--- src/dram_pkg.sv ---
// Purpose: Shared constants, bus carrier and state codes for the DRAM controller.
// Assumes: clk_sys at 125 MHz; times given in ns, except REFRESH_MAX_US in us.
// Notes: Cycle counts derive from the times here; rounding is ceiling (least times).
package dram_pkg;

  // ----------------------------------------
  // Clock and timing
  // ----------------------------------------
  localparam int CLK_NS = 8;
  localparam int ROW_SETUP_NS = 16;
  localparam int CAS_DELAY_NS = 55;
  localparam int ROW_HOLD_NS = 24;
  localparam int REF_SETUP_NS = 24;
  localparam int REF_RAS_NS = 120;
  localparam int PRECHARGE_NS = 80;
  localparam int PROC_CLK_NS = 125;
  localparam int WAIT_STATES = 3;
  localparam int REFRESH_MAX_US = 15;

  function automatic int ns_to_cycles(input int ns);
    int c;
    c = (ns + CLK_NS - 1) / CLK_NS;
    return (c < 1) ? 1 : c;
  endfunction

  localparam logic [5:0] ROW_SETUP_CYC = 6'(ns_to_cycles(ROW_SETUP_NS));
  localparam logic [5:0] CAS_DELAY_CYC = 6'(ns_to_cycles(CAS_DELAY_NS));
  localparam logic [5:0] ROW_HOLD_CYC = 6'(ns_to_cycles(ROW_HOLD_NS));
  localparam logic [5:0] REF_SETUP_CYC = 6'(ns_to_cycles(REF_SETUP_NS));
  localparam logic [5:0] REF_RAS_CYC = 6'(ns_to_cycles(REF_RAS_NS));
  localparam logic [5:0] PRECHARGE_CYC = 6'(ns_to_cycles(PRECHARGE_NS));
  localparam logic [5:0] SLOW_WAIT_CYC = 6'(ns_to_cycles(WAIT_STATES * PROC_CLK_NS));

  // ----------------------------------------
  // Refresh divider and row counter
  // ----------------------------------------
  localparam int REF_DIV_W = 4;
  localparam logic [3:0] REF_DIV_LAST = 4'hF;
  localparam int REF_ROW_W = 7;
  localparam logic [6:0] REF_ROW_RESET = 7'h00;

  // ----------------------------------------
  // Address map
  // ----------------------------------------
  localparam int DRAM_ADDR_W = 8;
  localparam int ROW_LSB = 1;
  localparam int COL_LSB = 9;
  localparam int BANK_MSB = 19;
  localparam int BANK_LSB = 16;
  localparam logic [3:0] BANK0_CODE = 4'h0;
  localparam logic [3:0] BANK1_CODE = 4'h1;

  // Processor bus as seen at the pins
  typedef struct packed {
    logic [19:0] addr;
    logic high_byte_enable_n;
    logic mem_cycle;
    logic cycle_active_n;
    logic slow_select_n;
    logic fast_select_n;
  } bus_s;

  localparam bus_s BUS_IDLE = '{addr: 20'h00000, high_byte_enable_n: 1'b1,
    mem_cycle: 1'b0, cycle_active_n: 1'b1, slow_select_n: 1'b1, fast_select_n: 1'b1};

  typedef enum logic [7:0] {
    ST_IDLE = 8'h01,
    ST_ROW = 8'h02,
    ST_RAS = 8'h04,
    ST_CAS = 8'h08,
    ST_PRECHG = 8'h10,
    ST_REF_ADDR = 8'h20,
    ST_REF_RAS = 8'h40,
    ST_REF_END = 8'h80
  } ctl_state_e;

endpackage

--- src/refresh_timer.sv ---
// Purpose: Divide the peripheral clock into refresh requests and keep the refresh row.
// Assumes: periph_clk is a pin from another domain, far slower than clk_sys.
// Notes: The request is a one-cycle pulse on clk_sys.
`timescale 1ns/1ns
module refresh_timer (
  // Clock and reset
  input wire logic clk_sys,
  input wire logic reset_n,
  // Peripheral clock pin
  input wire logic periph_clk,
  // Refresh side
  output logic refresh_request,
  output logic [dram_pkg::REF_ROW_W-1:0] refresh_row
);

  logic pclk_meta_q, pclk_sync_q, pclk_prev_q;
  logic [dram_pkg::REF_DIV_W-1:0] div_q, div_d;
  logic req_q, req_d;
  logic [dram_pkg::REF_ROW_W-1:0] row_q, row_d;
  logic rise;

  always_comb begin
    rise = pclk_sync_q & ~pclk_prev_q;
    div_d = rise ? div_q + 1'b1 : div_q;
    // Sixteen peripheral clock edges make one request
    req_d = rise && (div_q == dram_pkg::REF_DIV_LAST);
    // Each request advances the row; wraps after the last row
    row_d = req_d ? row_q + 1'b1 : row_q;
  end

  always_ff @(posedge clk_sys) begin
    if (!reset_n) begin
      pclk_meta_q <= 1'b0;
      pclk_sync_q <= 1'b0;
      pclk_prev_q <= 1'b0;
      div_q <= '0;
      req_q <= 1'b0;
      row_q <= dram_pkg::REF_ROW_RESET;
    end else begin
      pclk_meta_q <= periph_clk;
      pclk_sync_q <= pclk_meta_q;
      pclk_prev_q <= pclk_sync_q;
      div_q <= div_d;
      req_q <= req_d;
      row_q <= row_d;
    end
  end

  assign refresh_request = req_q;
  assign refresh_row = row_q;

endmodule

--- src/ready_wait.sv ---
// Purpose: Wait-state timer for slow peripherals.
// Assumes: start stays high for the whole slow bus cycle.
// Notes: expired pulses once per cycle of start.
`timescale 1ns/1ns
module ready_wait (
  // Clock and reset
  input wire logic clk_sys,
  input wire logic reset_n,
  // Control
  input wire logic start,
  output logic expired
);

  logic [5:0] cnt_q, cnt_d;
  logic done_q, done_d;
  logic exp_q, exp_d;

  always_comb begin
    cnt_d = cnt_q;
    done_d = done_q;
    exp_d = 1'b0;
    if (!start) begin
      cnt_d = '0;
      done_d = 1'b0;
    end else if (!done_q) begin
      // Three processor wait states before ready
      if (cnt_q == dram_pkg::SLOW_WAIT_CYC - 6'h01) begin
        exp_d = 1'b1;
        done_d = 1'b1;
      end else begin
        cnt_d = cnt_q + 6'h01;
      end
    end
  end

  always_ff @(posedge clk_sys) begin
    if (!reset_n) begin
      cnt_q <= '0;
      done_q <= 1'b0;
      exp_q <= 1'b0;
    end else begin
      cnt_q <= cnt_d;
      done_q <= done_d;
      exp_q <= exp_d;
    end
  end

  assign expired = exp_q;

endmodule

--- src/dram_refresh_ready_control.sv ---
// Purpose: DRAM row/column control, row-only refresh and bus ready return.
// Assumes: Bus pins arrive from outside clk_sys and are synchronised here.
// Notes: One access or one refresh at a time; ready is a one-cycle low pulse.
//
// How it works
// - Sixteen RAM address bits go out as eight row then eight column bits.
// - Row bits stand on the DRAM lines before the row strobe falls.
// - Column bits replace the row bits before the column strobe falls.
// - Column strobe falls 55 ns after the row strobe on processor access; the code takes seven cycles, 56 ns.
// - Low lane strobe on address bit zero low, high lane on high enable low.
// - 128K bytes of DRAM sit at byte addresses 00000 to 1FFFF.
// - All 128 rows are refreshed within every 2 ms.
// - Refresh drives only the row strobe, column strobes stay high.
// - One row refresh is scheduled at least every 15 us.
// - Refresh request comes from the peripheral clock divided by sixteen.
// - Each request marks refresh pending and advances the refresh row.
// - Grant only while refresh is pending and RAM is not selected.
// - RAM selected during refresh gets no ready until refresh ends.
// - After grant, refresh row goes on the lines, then strobe after setup.
// - Grant drops after the refresh row is strobed in.
// - Addressed circuits return ready; the processor waits for ready low.
// - RAM, ROM, video RAM and vector reads get ready without waits.
// - Slow peripherals get three wait states before ready.
// - RAM select is two 64K banks, 00000-0FFFF and 10000-1FFFF.
// - Ready is active low and generated on the system clock.
// - Processor-side control runs from the system clock.
`timescale 1ns/1ns
module dram_refresh_ready_control (
  // Clock and reset
  input wire logic clk_sys,
  input wire logic reset_n,
  // Processor bus pins
  input wire dram_pkg::bus_s bus_in,
  // Peripheral clock pin
  input wire logic periph_clk,
  // DRAM pins
  output logic [dram_pkg::DRAM_ADDR_W-1:0] dram_addr,
  output logic row_strobe_n,
  output logic column_strobe_low_byte_n,
  output logic column_strobe_high_byte_n,
  // Ready return
  output logic ready_n,
  // Refresh status
  output logic refresh_grant,
  output logic refresh_addr_enable,
  output logic refresh_row_strobe
);

  // ----------------------------------------
  // Pin synchronisers
  // ----------------------------------------
  dram_pkg::bus_s bus_meta_q, bus_q;

  always_ff @(posedge clk_sys) begin
    if (!reset_n) begin
      bus_meta_q <= dram_pkg::BUS_IDLE;
      bus_q <= dram_pkg::BUS_IDLE;
    end else begin
      bus_meta_q <= bus_in;
      bus_q <= bus_meta_q;
    end
  end

  // ----------------------------------------
  // Decode
  // ----------------------------------------
  logic cyc, ram_sel, fast_sel, slow_sel;
  logic [3:0] bank;

  always_comb begin
    cyc = !bus_q.cycle_active_n;
    bank = bus_q.addr[dram_pkg::BANK_MSB:dram_pkg::BANK_LSB];
    // Two 64K banks make the 128K window
    ram_sel = cyc && bus_q.mem_cycle &&
              (bank == dram_pkg::BANK0_CODE || bank == dram_pkg::BANK1_CODE);
    fast_sel = cyc && !bus_q.fast_select_n;
    slow_sel = cyc && !bus_q.slow_select_n;
  end

  // ----------------------------------------
  // Refresh source and slow wait timer
  // ----------------------------------------
  logic ref_req;
  logic [dram_pkg::REF_ROW_W-1:0] ref_row;
  logic slow_expired;

  refresh_timer u_refresh_timer (
    .clk_sys(clk_sys),
    .reset_n(reset_n),
    .periph_clk(periph_clk),
    .refresh_request(ref_req),
    .refresh_row(ref_row)
  );

  ready_wait u_ready_wait (
    .clk_sys(clk_sys),
    .reset_n(reset_n),
    .start(slow_sel),
    .expired(slow_expired)
  );

  // ----------------------------------------
  // Access and refresh sequencer
  // ----------------------------------------
  dram_pkg::ctl_state_e st_q, st_d;
  logic [5:0] cnt_q, cnt_d;
  logic pend_q, pend_d;
  logic served_q, served_d;
  logic [7:0] addr_q, addr_d;
  logic ras_n_q, ras_n_d;
  logic column_strobe_low_byte_n_n_q, column_strobe_low_byte_n_n_d;
  logic column_strobe_high_byte_n_n_q, column_strobe_high_byte_n_n_d;
  logic rdy_n_q, rdy_n_d;
  logic gnt_q, gnt_d;
  logic rae_q, rae_d;
  logic refresh_row_strobe_q, refresh_row_strobe_d;

  always_comb begin
    st_d = st_q;
    cnt_d = cnt_q + 6'h01;
    addr_d = addr_q;
    ras_n_d = ras_n_q;
    column_strobe_low_byte_n_n_d = 1'b1;
    column_strobe_high_byte_n_n_d = 1'b1;
    rdy_n_d = 1'b1;
    gnt_d = gnt_q;
    rae_d = rae_q;
    refresh_row_strobe_d = 1'b0;
    served_d = served_q && cyc;
    // A new request wins over the clear at refresh end
    pend_d = pend_q;
    case (st_q)
      dram_pkg::ST_IDLE: begin
        cnt_d = '0;
        ras_n_d = 1'b1;
        if (pend_q && !ram_sel) begin
          // Grant only with RAM idle
          st_d = dram_pkg::ST_REF_ADDR;
          gnt_d = 1'b1;
          rae_d = 1'b1;
          addr_d = {1'b0, ref_row};
        end else if (ram_sel && !served_q) begin
          st_d = dram_pkg::ST_ROW;
          // Row bits first
          addr_d = bus_q.addr[dram_pkg::ROW_LSB +: dram_pkg::DRAM_ADDR_W];
        end
      end
      dram_pkg::ST_ROW: begin
        if (cnt_q == dram_pkg::ROW_SETUP_CYC - 6'h01) begin
          st_d = dram_pkg::ST_RAS;
          cnt_d = '0;
          ras_n_d = 1'b0;
        end
      end
      dram_pkg::ST_RAS: begin
        // Column bits after the row hold, well before the column strobe
        if (cnt_q == dram_pkg::ROW_HOLD_CYC - 6'h01) begin
          addr_d = bus_q.addr[dram_pkg::COL_LSB +: dram_pkg::DRAM_ADDR_W];
        end
        // Column strobe is the row strobe delayed by seven cycles, 56 ns
        if (cnt_q == dram_pkg::CAS_DELAY_CYC - 6'h01) begin
          st_d = dram_pkg::ST_CAS;
          column_strobe_low_byte_n_n_d = bus_q.addr[0];
          column_strobe_high_byte_n_n_d = bus_q.high_byte_enable_n;
          // No wait states beyond the access itself
          rdy_n_d = 1'b0;
          served_d = 1'b1;
        end
      end
      dram_pkg::ST_CAS: begin
        column_strobe_low_byte_n_n_d = column_strobe_low_byte_n_n_q;
        column_strobe_high_byte_n_n_d = column_strobe_high_byte_n_n_q;
        // Hold the strobes until the processor ends the cycle
        if (!ram_sel) begin
          st_d = dram_pkg::ST_PRECHG;
          cnt_d = '0;
          ras_n_d = 1'b1;
          column_strobe_low_byte_n_n_d = 1'b1;
          column_strobe_high_byte_n_n_d = 1'b1;
        end
      end
      dram_pkg::ST_REF_ADDR: begin
        // Refresh row stands on the lines for its setup time
        if (cnt_q == dram_pkg::REF_SETUP_CYC - 6'h01) begin
          st_d = dram_pkg::ST_REF_RAS;
          cnt_d = '0;
          ras_n_d = 1'b0;
          refresh_row_strobe_d = 1'b1;
        end
      end
      dram_pkg::ST_REF_RAS: begin
        // Only the row strobe moves; column strobes stay high
        refresh_row_strobe_d = 1'b1;
        if (cnt_q == dram_pkg::REF_RAS_CYC - 6'h01) begin
          st_d = dram_pkg::ST_REF_END;
          cnt_d = '0;
          ras_n_d = 1'b1;
          refresh_row_strobe_d = 1'b0;
          rae_d = 1'b0;
          gnt_d = 1'b0;
          pend_d = 1'b0;
        end
      end
      dram_pkg::ST_REF_END, dram_pkg::ST_PRECHG: begin
        // Row strobe precharge before any new access or refresh
        if (cnt_q == dram_pkg::PRECHARGE_CYC - 6'h01) begin
          st_d = dram_pkg::ST_IDLE;
          cnt_d = '0;
        end
      end
      default: begin
        st_d = dram_pkg::ST_IDLE;
        cnt_d = '0;
        ras_n_d = 1'b1;
        gnt_d = 1'b0;
        rae_d = 1'b0;
      end
    endcase
    if (ref_req) begin
      pend_d = 1'b1;
    end
    // While refresh runs a RAM cycle simply gets no ready yet
    if (!served_q && !rdy_n_q == 1'b0 && (fast_sel || slow_expired) && !ram_sel) begin
      // Fast targets answer at once, slow ones after the timer
      rdy_n_d = 1'b0;
      served_d = 1'b1;
    end
  end

  always_ff @(posedge clk_sys) begin
    if (!reset_n) begin
      st_q <= dram_pkg::ST_IDLE;
      cnt_q <= '0;
      pend_q <= 1'b0;
      served_q <= 1'b0;
      addr_q <= '0;
      ras_n_q <= 1'b1;
      column_strobe_low_byte_n_n_q <= 1'b1;
      column_strobe_high_byte_n_n_q <= 1'b1;
      rdy_n_q <= 1'b1;
      gnt_q <= 1'b0;
      rae_q <= 1'b0;
      refresh_row_strobe_q <= 1'b0;
    end else begin
      st_q <= st_d;
      cnt_q <= cnt_d;
      pend_q <= pend_d;
      served_q <= served_d;
      addr_q <= addr_d;
      ras_n_q <= ras_n_d;
      column_strobe_low_byte_n_n_q <= column_strobe_low_byte_n_n_d;
      column_strobe_high_byte_n_n_q <= column_strobe_high_byte_n_n_d;
      rdy_n_q <= rdy_n_d;
      gnt_q <= gnt_d;
      rae_q <= rae_d;
      refresh_row_strobe_q <= refresh_row_strobe_d;
    end
  end

  // ----------------------------------------
  // Outputs
  // ----------------------------------------
  assign dram_addr = addr_q;
  assign row_strobe_n = ras_n_q;
  assign column_strobe_low_byte_n = column_strobe_low_byte_n_n_q;
  assign column_strobe_high_byte_n = column_strobe_high_byte_n_n_q;
  assign ready_n = rdy_n_q;
  assign refresh_grant = gnt_q;
  assign refresh_addr_enable = rae_q;
  assign refresh_row_strobe = refresh_row_strobe_q;

endmodule

--- config.mk ---
export PLATFORM = sky130hd
export DESIGN_NAME = dram_refresh_ready_control
export DESIGN_NICKNAME = d
export VERILOG_FILES = /design/src/dram_pkg.sv /design/src/refresh_timer.sv /design/src/ready_wait.sv /design/src/dram_refresh_ready_control.sv
export SDC_FILE = /design/constraint.sdc
export NUM_CORES = 1
export LEC_CHECK = 0
export ABC_AREA = 1
export BUFFER_PORTS_ARGS = -buffer_cell sky130_fd_sc_hd__buf_2
export CAP_MARGIN = 30
export CORE_UTILIZATION = 50
export CTS_CLUSTER_DIAMETER = 60
export DETAILED_ROUTE_END_ITERATION = 12
export PLACE_DENSITY = 0.82
export SKIP_LAST_GASP = 1
export SYNTH_ARGS = -nofsm -noshare
export SYNTH_HDL_FRONTEND = slang
export SYNTH_SLANG_ARGS = --single-unit
export TNS_END_PERCENT = 50
--- constraint.sdc ---
create_clock -name clk_sys -period 1.5 [get_ports clk_sys]
set_input_delay 0.15 -clock clk_sys [delete_from_list [all_inputs] [get_ports clk_sys]]
set_output_delay 0.15 -clock clk_sys [all_outputs]
set_load 0.02 [all_outputs]
* Word-level counts from Yosys, hierarchy flattened
Index checks and enable logic that the tools add are counted.
** Operators by class
- Add/sub/neg operators :: 4
- Equal/unequal tests :: 25
- Muxes and demuxes :: 44
- Bitwise gates (word level) :: 8
- Reductions and logical operators :: 33
** Operators by type and width (number)
- 8-bit two-way mux :: 11
- 8-bit one-hot mux with 7 select lines :: 1
- 6-bit one-hot mux with 6 select lines :: 1
- 6-bit two-way mux :: 5
- 1-bit two-way mux :: 20
- 2-bit inequality test (second input constant) :: 8
- 8-bit one-hot mux with 2 select lines :: 1
- 6-bit by 1-bit adder with 6-bit output (second input constant) :: 2
- 6-bit by 4-bit equality test with 1-bit output (second input constant) :: 2
- 1-bit logical AND :: 11
- 8-bit by 1-bit equality test with 1-bit output (second input constant) :: 1
- 8-bit by 2-bit equality test with 1-bit output (second input constant) :: 1
- 8-bit by 3-bit equality test with 1-bit output (second input constant) :: 1
- 8-bit by 4-bit equality test with 1-bit output (second input constant) :: 1
- 8-bit by 5-bit equality test with 1-bit output (second input constant) :: 1
- 8-bit by 6-bit equality test with 1-bit output (second input constant) :: 1
- 8-bit by 7-bit equality test with 1-bit output (second input constant) :: 1
- 8-bit equality test (second input constant) :: 1
- 7-bit by 1-bit adder with 7-bit output (second input constant) :: 1
- 1-bit inverter :: 7
- 7-bit AND reduction :: 1
- 6-bit by 1-bit equality test with 1-bit output (second input constant) :: 1
- 6-bit by 2-bit equality test with 1-bit output (second input constant) :: 1
- 6-bit by 3-bit equality test with 1-bit output (second input constant) :: 1
- 19 further kinds :: 32
** Storage, ports and cells
- Register bits :: 103
- Input bits :: 28
- Word-level logic and storage cells :: 146

* Longest topological paths before layout
Gate-level depths: netlist of run 1.
- Depth in word-level cells :: 7
- Depth in mapped cells :: 11
- Mapped depth without buffers :: 11

* By module
From an unflattened synthesis of run 1, not the netlist that was laid out.
** Second synthesis, totals
- Cell total of the unflattened synthesis :: 568
- Area, all modules :: 4239.1 um^2
** By module, submodules not included
- dram_refresh_ready_control :: instances 1, cells each 422, area an instance 3191.8 um^2
- refresh_timer :: instances 1, cells each 88, area an instance 644.4 um^2
- ready_wait :: instances 1, cells each 58, area an instance 402.9 um^2

* Worst setup path before layout of run 1
No wires, ideal clock.
- Kind :: register to register
- Start point :: register cnt_q[0]
- End point :: register cnt_q[2]
- Arrival :: 1.336 ns
- Required time :: 1.384 ns
- Setup slack :: 0.048 ns
- Cell stages (with the launch flop) :: 10
- Path buffers :: 0
- Cells stage by stage :: dfxtp_1 -> inv_1 -> ha_1 -> nand3_2 -> nand3_1 -> nand2_1 -> nor2_1 -> nand3_1 -> nand2_2 -> nor2_1
** On the way
- Cells in the longest elaborated chain, start to end :: 3
- Elaborated cells on any way between the ends :: 11
- Those cells by class :: 1 x add/sub; 4 x eq/ne; 6 x mux
** Ends and longest elaborated chain
- start: declaration :: RTL line dram_refresh_ready_control.sv:106 : logic [5:0] cnt_q, cnt_d;
- start signal: assignment :: RTL line dram_refresh_ready_control.sv:246 : cnt_q <= cnt_d;
- 6-bit by 1-bit adder with 6-bit output (tied with other cells) :: RTL line dram_refresh_ready_control.sv:120 : cnt_d = cnt_q + 6'h01;
- 6-bit two-way mux (on tied branches)
- 6-bit one-hot mux with 6 select lines (*) :: RTL line dram_refresh_ready_control.sv:132 : case (st_q)
Mark *: on every way between the ends. The rest lies on a longest branch, timed or not.
A chain may end at the register's enable or synchronous reset.

* Worst setup path after layout of run 1
- Start point :: register st_q[3]
- End point :: register st_q[3]
** On the way
- Cells in the longest elaborated chain, start to end :: 4
- Elaborated cells on any way between the ends :: 18
- Those cells by class :: 15 x eq/ne; 1 x mux; 2 x reduce/logical
** Ends and longest elaborated chain
- start: declaration :: RTL line dram_refresh_ready_control.sv:105 : dram_pkg::ctl_state_e st_q, st_d;
- start signal: assignment :: RTL line dram_refresh_ready_control.sv:232 : st_q <= dram_pkg::ST_IDLE;
- start signal: assignment :: RTL line dram_refresh_ready_control.sv:245 : st_q <= st_d;
- 8-bit equality test / 8-bit by 5-bit equality test with 1-bit output (equally long branches) :: RTL line dram_refresh_ready_control.sv:132
- 2-bit OR reduction
- 2-bit inequality test (no source line)
- 7-bit AND reduction (no source line)
Parallel ways exist; a longest one is shown, timed or not.

==> impl_metrics.ini, run 1 <==
[floorplanning]
row_count = 32
io_pins = 43
die_area_sq_mm = 0.008610
die_height_microns = 92.79
floorplan.initialDensity_pct = 52.52
core_area_sq_mm = 0.007848
die_w_microns = 92.79

[placed_design]
place_worst_setup_slack_ps = -86.97
gp_congestion = 0.9106
dpl.hpwl_mm = 5.514
dp_cells = 695
numPortBuffers = 42

[route]
wl_per_cell_microns = 13.10
via_per_inst = 5.048
postRouteWirelength_mm = 9.827
drt-pass1-iter-count = 5
ant_nets = 0
drc = 0
vias = 3786
drt_first_iter_violations = 192

[pwr]
p_clk_share_pct = 20.1
swShare_pct = 40.39
switchingPower_uw = 3410
pwr-share-seq_pct = 38.1
leakage_uw = 0.002689
p_comb_share_pct = 41.8
cellPowerDensity_mw_per_mm2 = 1549
power.internal_uw = 5032
ir_worst_vdd_mv = 0.9152

[clock_tree]
clock-sinks = 103
cts_root_buf = clkbuf_8
path_clk_slew_ps = 110
clock_latency_ps = 380
htreeDepth = 3
clockBufferDepth = 2
cts_tree = built
numCtsBuffers = 9

[worst_setup_path]
timing.rr.end = st_q[3]$_SDFFE_PN0P_
reg2reg_slack_ps = -270
crit_path_start_kind = register
cp.required_ps = 1780
crit_family = simple AND/OR/NAND/NOR gates
crit_buf_inv = 1
r2r-start = st_q[3]$_SDFFE_PN0P_
reg2regPathDepth = 9
critical-path-max-stage-delay_ps = 380
critPathKind = register to register
path_cells = nor2_4 > nand3_1 > nor2_1 > nand2_2 > nand2_2 > nor2_4 > buf_4 > a21oi_1 > nor2_1
slowest_stage = dfxtp_2
crit_fanout = 7
worstPathArrival_ps = 2050
worstSetupEndpointType = register

[logic_synthesis]
synth_top_cell_by_area = dfxtp_1
async_reset_ff_share_pct = 0
syn_area_sq_mm = 0.004121
ys_seq_elements = 103
yosysMostFrequentCell = nand2_1
ys.flop_type = dfxtp_1
synth_cells = 542
syn_avg_cell_area_sq_um = 7.604
ys_warn_count = 0
yosys-top-cells-count = nand2_1 (134), dfxtp_1 (103), inv_1 (97)
ys_top_cells_by_area = dfxtp_1 (50%), nand2_1 (12%), inv_1 (8.8%)
synth_fp_nets = 577
seq_area_frac_synth_pct = 50.03
synth_edf_count = 0
yosysUniqueCellTypes = 36
synth_top_area_share_pct = 50.03

[timing]
final-setup-viol-count = 23
drv_slew = 0
setup_ws_ps = -270.7
slew_headroom_pct = 75.41
grt_setup_unrepaired = true
fin_crit_ps = 1771
hold_viol_final = 0
fmax_mhz = 564.8
period_share_pct = 118.0
skew_ps = 13.50
worst_slew_pin_slew_ps = 365.7

[hold_path]
min_to = column_strobe_low_byte_n$_SDFFE_PN1P_
hp-class = input pin to register
hold_depth = 3
min_from = reset_n

[layout]
final_cells = 750
syn_to_final_growth_pct = 32.21
layout.nets = 678
nFillCells = 556
antenna_cells = 0
layout-drive-gt1-share_pct = 29.63

[outcome]
violations = setup timing
status = finished, violations left

[global_routing]
antenna_found_initial = 0
grt_pass1_vias = 3497
globalRouteTotalUtil_pct = 21.92
gr-total-overflow = 0
grt_first_pass_wirelength_mm = 14.81
grt_max_degree = 70

[job]
drv_cap = 0
## routing by layer
metal | GRT usage [%] | wire [microns] | vias to the layer above
met5 | 0 | 0 | -
met4 | 9.103 | 348 | 0
met3 | 5.665 | 564 | 39
met2 | 40.93 | 5103 | 149
met1 | 23.05 | 3811 | 1744
li1 | - | - | 1854
## layout by cell type, fill, tap and decap left out, types with 9 or more instances in the layout
cell type and count:
a21oi_1 27, buf_4 31, nand2_1 121, clkbuf_8 9, inv_1 94, nor2_2 11, nand3_2 11, dlygate4sd3_1 26
nand2_2 14, or2_2 9, o21ai_0 12, nor2_1 39, dfxtp_2 10, nand3_1 24, nor2_4 14, buf_2 42
dfxtp_1 87
## stage by stage
step                      power (uW)  setup TNS, ps  utilization [%]  instance area [sq um]  hold WS [ps]
final                           8442          -3003            69.44                   5449         253.3
after global placement          5650              0            58.31                   4576         329.5
after CTS                       7707         -141.1            65.29                   5124         228.7
after floorplan                 5092              0                -                   4121         247.6
after detailed placement        5748         -754.9            58.31                   4576         335.6
after global routing            8878          -4034            69.44                   5449         262.7
## power groups by stage
stage	clock network (uW)	registers, uW	logic (uW)
finish	1700	3210	3530
floorplan	0	3310	1780
global route	1840	3240	3790
CTS	1730	3140	2840
global placement	0	3180	2460
detailed placement	0	3190	2560
## repair_timing
item | in CTS | in global routing
cloned | 1 | 0
pin swaps | 10 | 35
hold endpoints to repair | 26 | 0
buffers inserted | 2 | 10
gates resized for setup | 21 | 76
endpoints found under the setup margin | 21 | 36
hold buffers | 26 | 0
## kinds of logic after synthesis
kind of cell | synth area share [%]
and+or+nand+nor | 29.45
AOI/OAI and AO/OA | 7.074
adders and majority gates | 2.125
xor gates and xnor gates | 0.8502
buffers and inverters | 10.47
DFF | 50.03
## area by class of cell
class                           instances  area, sq um  share of cell area (%)
Clock buffer                            9        123.9                   2.273
Sequential cell                       103         2097                   38.48
Tap cell                              102        127.6                   2.342
Multi-Input combinational cell        328         1903                   34.93
Timing Repair Buffer                  101        734.5                   13.48
Clock inverter                          7        75.07                   1.378
Inverter                              100        387.9                   7.118
## worst max-delay path by stage
| stage | start | endpoint | slack [ps] | depth (start not counted) |
|---|---|---|---|---|
| 2_1_floorplan | cnt_q[0]$_SDFF_PN0_ | cnt_q[2]$_SDFF_PN0_ | 50 | 9 |
| 3_3_place_gp | cnt_q[0]$_SDFF_PN0_ | cnt_q[1]$_SDFF_PN0_ | 5 | 9 |
| 3_5_place_dp | cnt_q[1]$_SDFF_PN0_ | cnt_q[3]$_SDFF_PN0_ | -90 | 8 |
| 4_1_cts | u_refresh_timer.div_q[0]$_SDFFE_PN0P_ | u_refresh_timer.refresh_row[6]$_SDFFE_PN0P_ | -30 | 7 |
| 5_1_grt | st_q[3]$_SDFFE_PN0P_ | st_q[3]$_SDFFE_PN0P_ | -270 | 9 |
| 6_report | st_q[3]$_SDFFE_PN0P_ | st_q[3]$_SDFFE_PN0P_ | -270 | 9 |
## flip-flops by register name, indices dropped and copies added, names as in the netlist
| name | flops |
|---|---|
| cnt_q | 6 |
| u_refresh_timer.refresh_request | 1 |
| column_strobe_high_byte_n | 1 |
| column_strobe_low_byte_n | 1 |
| st_q | 8 |
| row_strobe_n | 1 |
| u_ready_wait.cnt_q | 6 |
| ready_n | 1 |
| bus_meta_q | 25 |
| u_refresh_timer.div_q | 4 |
| refresh_row_strobe | 1 |
| bank | 4 |
| bus_q | 21 |
| u_refresh_timer.pclk_prev_q | 1 |
| served_q | 1 |
| pend_q | 1 |
| u_refresh_timer.refresh_row | 7 |
| u_refresh_timer.pclk_meta_q | 1 |
| u_ready_wait.expired | 1 |
| dram_addr | 8 |
| u_ready_wait.done_q | 1 |
| refresh_addr_enable | 1 |
| u_refresh_timer.pclk_sync_q | 1 |
## worst register-to-register path, delay by kind of cell (launching register included)
| kind | cells | cell delay, ps |
|---|---|---|
| AO/OA/AOI/OAI | 1 | 120 |
| buffers and inverters | 1 | 140 |
| flip-flops | 1 | 380 |
| AND/OR/NAND/NOR | 7 | 1040 |
(Power assumes the default switching activity.)
==> run 2: changes to the inputs <==
--- a/config.mk
+++ b/config.mk
@@ -5,7 +5,6 @@
 export SDC_FILE = /design/constraint.sdc
 export NUM_CORES = 1
 export LEC_CHECK = 0
-export ABC_AREA = 1
 export BUFFER_PORTS_ARGS = -buffer_cell sky130_fd_sc_hd__buf_2
 export CAP_MARGIN = 30
 export CORE_UTILIZATION = 50
@@ -15,5 +14,6 @@
 export SKIP_LAST_GASP = 1
 export SYNTH_ARGS = -nofsm -noshare
 export SYNTH_HDL_FRONTEND = slang
+export SYNTH_HIERARCHICAL = 1
 export SYNTH_SLANG_ARGS = --single-unit
 export TNS_END_PERCENT = 50
==> impl_metrics.ini, run 2 <==
[outcome]
status = finished, violations left
violations = setup timing

[pwr]
p_comb_share_pct = 19.3
cellPowerDensity_mw_per_mm2 = 1057
p_clk_share_pct = 28.8
power.internal_uw = 4022
pwr-share-seq_pct = 51.9
leakage_uw = 0.002225
ir_worst_vdd_mv = 0.8856
switchingPower_uw = 1612
swShare_pct = 28.62

[timing]
fin_setup_tns_ps = -15650
grt_setup_unrepaired = true
slew_headroom_pct = 71.51
hold_viol_final = 0
period_share_pct = 154.3
finalHoldWorstSlack_ps = 19.47
drv_slew = 0
setup_ws_ps = -814.6
worst_slew_pin_slew_ps = 423.4
fmax_mhz = 432.0
fin_crit_ps = 2315
skew_ps = 16.84
final-setup-viol-count = 30

[logic_synthesis]
synth-compound-area-share_pct = 12.99
syn_avg_cell_area_sq_um = 9.792
yosys-top-cells-count = dfxtp_1 (103), and2_1 (45), nand2_1 (21), nor2_1 (21)
synth-simple-area-share_pct = 25.00
synth_edf_count = 0
synth_cells = 414
ys.flop_type = dfxtp_1
synth_top_area_share_pct = 50.86
synth_top_family_by_area = simple AND/OR/NAND/NOR gates
synth_fp_nets = 449
yosysMostFrequentCell = dfxtp_1
seq_area_frac_synth_pct = 50.86
ys_top_cells_by_area = dfxtp_1 (51%), and2_1 (6.9%), mux2i_1 (3.5%)
synthMuxAreaShare_pct = 3.457
yosysUniqueCellTypes = 63
async_reset_ff_share_pct = 0
ys_warn_count = 6
ys_seq_elements = 103
synth_top_cell_by_area = dfxtp_1
synth_fa_ha_area_share_pct = 2.160
syn_area_sq_mm = 0.004054
synthXorXnorAreaFrac_pct = 1.512

[floorplanning]
core_area_sq_mm = 0.007767
io_pins = 43
row_count = 32
die_w_microns = 92.05
die_area_sq_mm = 0.008472
floorplan.initialDensity_pct = 52.19
die_height_microns = 92.05

[placed_design]
place_worst_setup_slack_ps = -888.2
numPortBuffers = 42
dpl.hpwl_mm = 6.031
dpl_cell_area_sq_mm = 0.004777
gp_congestion = 0.9832
dp_cells = 595

[layout]
finalInstanceArea_sq_mm = 0.005330
syn_to_final_growth_pct = 31.48
layout.nets = 564
largestRegisters = bus_meta_q x25, bus_q x21
layout-drive-gt1-share_pct = 30.52
mostFrequentLayoutCell = dfxtp_1
antenna_cells = 0
nFillCells = 563
regMostFlops = bus_meta_q
final_cells = 636
final_cell_mix = dfxtp_1 (97), buf_4 (57), and2_1 (45), buf_2 (42), dlygate4sd3_1 (24)
largest_register_ff_count = 25

[route]
via_per_inst = 5.354
postRouteWirelength_mm = 9.133
vias = 3405
drc = 0
drt-pass1-iter-count = 7
drt_first_iter_violations = 269
ant_nets = 0
wl_per_cell_microns = 14.36

[clock_tree]
numCtsBuffers = 9
cts_tree = built
clockBufferDepth = 2
clock_latency_ps = 360
path_clk_slew_ps = 100
clock-sinks = 103
htreeDepth = 3
cts_root_buf = clkbuf_8

[global_routing]
grt_max_degree = 56
grt_pass1_vias = 3323
globalRouteTotalUtil_pct = 22.29
gr-total-overflow = 0
antenna_found_initial = 0
grt_first_pass_wirelength_mm = 14.90

[worst_setup_path]
crit_fanout = 4
cp.required_ps = 1770
r2r-start = cnt_q[1]$_SDFF_PN0_
crit_path_start_kind = register
cp-startpoint = cnt_q[1]$_SDFF_PN0_
worstPathArrival_ps = 2580
critPathKind = register to register
worstSetupEndpointType = register

[hold_path]
hp-class = input pin to register
min_from = bus_in[9]

[job]
drv_cap = 0
==> run 2: cell count changes after synthesis, sizes merged, moves of 6 or more <==
cell and delta:
and2 +45, nand2b +14, or4 +6, inv -85, a21oi -12, clkbuf +8
or3 +7, a22o +7, nand3 -27, nor2 -44, nand2 -118, mux2i +14
nor4 +6
==> run 2: cell type report <==
type / instances / area [sq um] / area share [%]
Clock buffer: 9 / 123.9 / 2.324
Clock inverter: 7 / 63.81 / 1.197
Inverter: 16 / 60.06 / 1.127
Multi-Input combinational cell: 273 / 1964 / 36.85
Sequential cell: 103 / 2069 / 38.83
Tap cell: 102 / 127.6 / 2.394
Timing Repair Buffer: 126 / 920.9 / 17.28
==> run 2: cells by family after synthesis <==
logic type,count (synthesis)
flip-flops,103
AO/OA/AOI/OAI,75
buffers and inverters,38
multiplexers,14
XOR/XNOR,7
adder cells (fa/ha/maj),7
AND/OR/NAND/NOR,170
==> run 2: worst paths after layout <==
check	endpoint	slack [ps]	cells past startpoint
setup / recovery	row_strobe_n$_SDFFE_PN1P_	-810	7
hold / removal	bus_meta_q[9]$_SDFF_PN0_	20	2
setup reg to reg	row_strobe_n$_SDFFE_PN1P_	-810	7
hold reg to reg	bus_q[2]$_SDFF_PN1_	420	1
==> run 2: routing by layer <==
layer | vias to the layer above | wire length (microns) | global-route usage [%]
met1 | 1595 | 3961 | 26.41
met4 | 0 | 172 | 9.115
met5 | - | 0 | 0
met3 | 19 | 404 | 4.146
li1 | 1685 | - | -
met2 | 106 | 4596 | 39.43
==> run 2: through the flow <==
stage | util [%] | power [uW]
after floorplan | - | 3523
final | 68.62 | 5634
after detailed placement | 61.50 | 3885
after global routing | 68.62 | 5858
after global placement | 61.50 | 3861
after CTS | 67.38 | 5545
==> run 2: what timing repair did <==
item | 4_1_cts | 5_1_grt
pin swaps | 15 | 7
gates resized for setup | 12 | 21
cloned | 0 | 0
buffers inserted | 0 | 1
endpoints found under the setup margin | 30 | 34
endpoints found under the hold margin | 23 | 1
hold buffers | 23 | 1
==> run 2: worst max-delay path, stage by stage (launching register included) <==
cell	delay, ps
dfxtp_2	360
inv_2	50
ha_1	120
or4b_4	470
o211a_4	260
or4_4	510
or2_0	220
o311ai_1	240
==> run 2: power by group through the flow <==
stage / Combinational (uW) / Clock, uW / Sequential (uW)
after global placement: 887 / 0 / 2970
final: 1080 / 1620 / 2930
after CTS: 973 / 1650 / 2920
after detailed placement: 905 / 0 / 2980
after floorplan: 535 / 0 / 2990
after global routing: 1150 / 1770 / 2940
==> run 3: changes to the inputs <==
--- a/config.mk
+++ b/config.mk
@@ -7,10 +7,11 @@
 export LEC_CHECK = 0
 export BUFFER_PORTS_ARGS = -buffer_cell sky130_fd_sc_hd__buf_2
 export CAP_MARGIN = 30
-export CORE_UTILIZATION = 50
+export CORE_UTILIZATION = 52
 export CTS_CLUSTER_DIAMETER = 60
 export DETAILED_ROUTE_END_ITERATION = 12
-export PLACE_DENSITY = 0.82
+export GPL_TIMING_DRIVEN = 0
+export PLACE_DENSITY = 0.85
 export SKIP_LAST_GASP = 1
 export SYNTH_ARGS = -nofsm -noshare
 export SYNTH_HDL_FRONTEND = slang
==> constraint.sdc (replaced) <==
create_clock -name clk_sys -period 1.5 [get_ports clk_sys]
set_input_delay 0.45 -clock clk_sys [delete_from_list [all_inputs] [get_ports clk_sys]]
set_output_delay 0.45 -clock clk_sys [all_outputs]
set_load 0.02 [all_outputs]
==> impl_metrics.ini, run 3 (synthesized netlist as in run 2, its figures left out) <==
[outcome]
status = finished, violations left
violations = setup timing

[worst_setup_path]
cp.depth = 7
cp.required_ps = 1770
worstPathArrival_ps = 2660
reg2regPathDepth = 7
slowest_stage = or4_4
crit_family = simple AND/OR/NAND/NOR gates
crit_fanout = 4
crit_path_start_kind = register
worstSetupEndpointType = register
critPathKind = register to register
path_cells = inv_4 > ha_4 > or4b_4 > o211a_4 > or4_4 > or2_0 > o311ai_1
critical-path-max-stage-delay_ps = 560
crit_buf_inv = 1

[timing]
fin_crit_ps = 2385
fmax_mhz = 419.3
setup_ws_ps = -884.9
period_share_pct = 159.0
drv_slew = 0
worst_slew_pin_slew_ps = 639.9
slew_headroom_pct = 57.01
final-setup-viol-count = 32
skew_ps = 9.251
hold_viol_final = 0
grt_setup_unrepaired = true

[floorplanning]
die_height_microns = 90.30
floorplan.initialDensity_pct = 54.72
io_pins = 43
die_w_microns = 90.30
die_area_sq_mm = 0.008153
row_count = 31
core_area_sq_mm = 0.007408

[hold_path]
hold_depth = 2
hp-class = input pin to register

[global_routing]
antenna_found_initial = 0
grt_pass1_vias = 2988
globalRouteTotalUtil_pct = 20.43
gr-total-overflow = 0
grt_max_degree = 18
grt_first_pass_wirelength_mm = 13.51

[placed_design]
dpl.hpwl_mm = 5.467
numPortBuffers = 42
dpl_cell_area_sq_mm = 0.004425
gp_congestion = 0.8931

[route]
postRouteWirelength_mm = 8.437
drc = 0
drt-pass1-iter-count = 6
vias = 3197
via_per_inst = 5.531
wl_per_cell_microns = 14.60
drt_first_iter_violations = 275
ant_nets = 0

[clock_tree]
cts_tree = built
clockBufferDepth = 2
path_clk_slew_ps = 100
cts_root_buf = clkbuf_8
numCtsBuffers = 9
clock_latency_ps = 360
htreeDepth = 3
clock-sinks = 103
cts_hold_buf = 0

[layout]
largestRegisters = bus_meta_q x25, bus_q x21
layout.nets = 509
finalInstanceArea_sq_mm = 0.004832
layout-drive-gt1-share_pct = 26.10
syn_to_final_growth_pct = 19.20
largest_register_ff_count = 25
antenna_cells = 0
nFillCells = 541
multi_input_area_sq_mm = 0.001996
final_cell_mix = dfxtp_1 (97), and2_1 (45), buf_2 (44), nand2_1 (21), nor2_1 (18)
mostFrequentLayoutCell = dfxtp_1
regMostFlops = bus_meta_q
register_area_sq_mm = 0.002074

[pwr]
ir_worst_vdd_mv = 0.8859
cellPowerDensity_mw_per_mm2 = 1131
leakage_uw = 0.001944
total_power_uw = 5464

[job]
drv_cap = 0
## run 3: path summary, 6_finish.rpt
check	start	end	slack, ps
worst max-delay path	cnt_q[1]$_SDFF_PN0_	row_strobe_n$_SDFFE_PN1P_	-880
worst min-delay path	bus_in[2]	bus_meta_q[2]$_SDFF_PN1_	260
worst max register to register	cnt_q[1]$_SDFF_PN0_	row_strobe_n$_SDFFE_PN1P_	-880
worst min register to register	bus_meta_q[4]$_SDFF_PN1_	bus_q[4]$_SDFF_PN1_	410
## run 3: worst reg2reg max path: cells and delay by family, from the launching register on
family / cells / cell delay [ps]
compound gates: 2 / 500
fa+ha+maj: 1 / 110
buf+inv: 1 / 60
flops: 1 / 380
simple gates: 3 / 1250
## run 3: power breakdown
group / internal [uW] / switching (uW)
logic: 438 / 502
registers: 2850 / 94.2
clock network: 626 / 952
total: 3920 / 1550
## run 3: per-layer routing
| metal | vias up | routed length (microns) | global-route usage, % |
|---|---|---|---|
| li1 | 1573 | - | - |
| met1 | 1468 | 3651 | 25.35 |
| met2 | 121 | 4002 | 33.65 |
| met3 | 35 | 482 | 4.714 |
| met4 | 0 | 299 | 9.543 |
| met5 | - | 0 | 0 |
## run 3: cell type report
cell class | count | area share (%)
Buffer | 16 | 1.890
Clock buffer | 11 | 2.719
Clock inverter | 5 | 0.8545
Inverter | 16 | 1.295
Multi-Input combinational cell | 273 | 41.30
Sequential cell | 103 | 42.93
Tap cell | 99 | 2.563
Timing Repair Buffer | 55 | 6.447
## run 3: through the flow
stage	setup TNS (ps)	std cells	setup slack (ps)	hold slack (ps)	util, %
after floorplan	-14780	414	-714.2	386.3	-
after global placement	-21210	555	-840.3	389.8	59.74
after detailed placement	-23370	555	-945.3	390.9	59.74
after CTS	-18580	577	-850.8	250.6	63.67
after global routing	-20660	578	-927.7	246.7	65.23
final	-18520	578	-884.9	260.5	65.23
## run 3: what timing repair did
item                                    in CTS  in global routing
gates resized for setup                     13                 28
endpoints found under the setup margin      32                 34
pin swaps                                    8                  5
buffers inserted                             9                  4
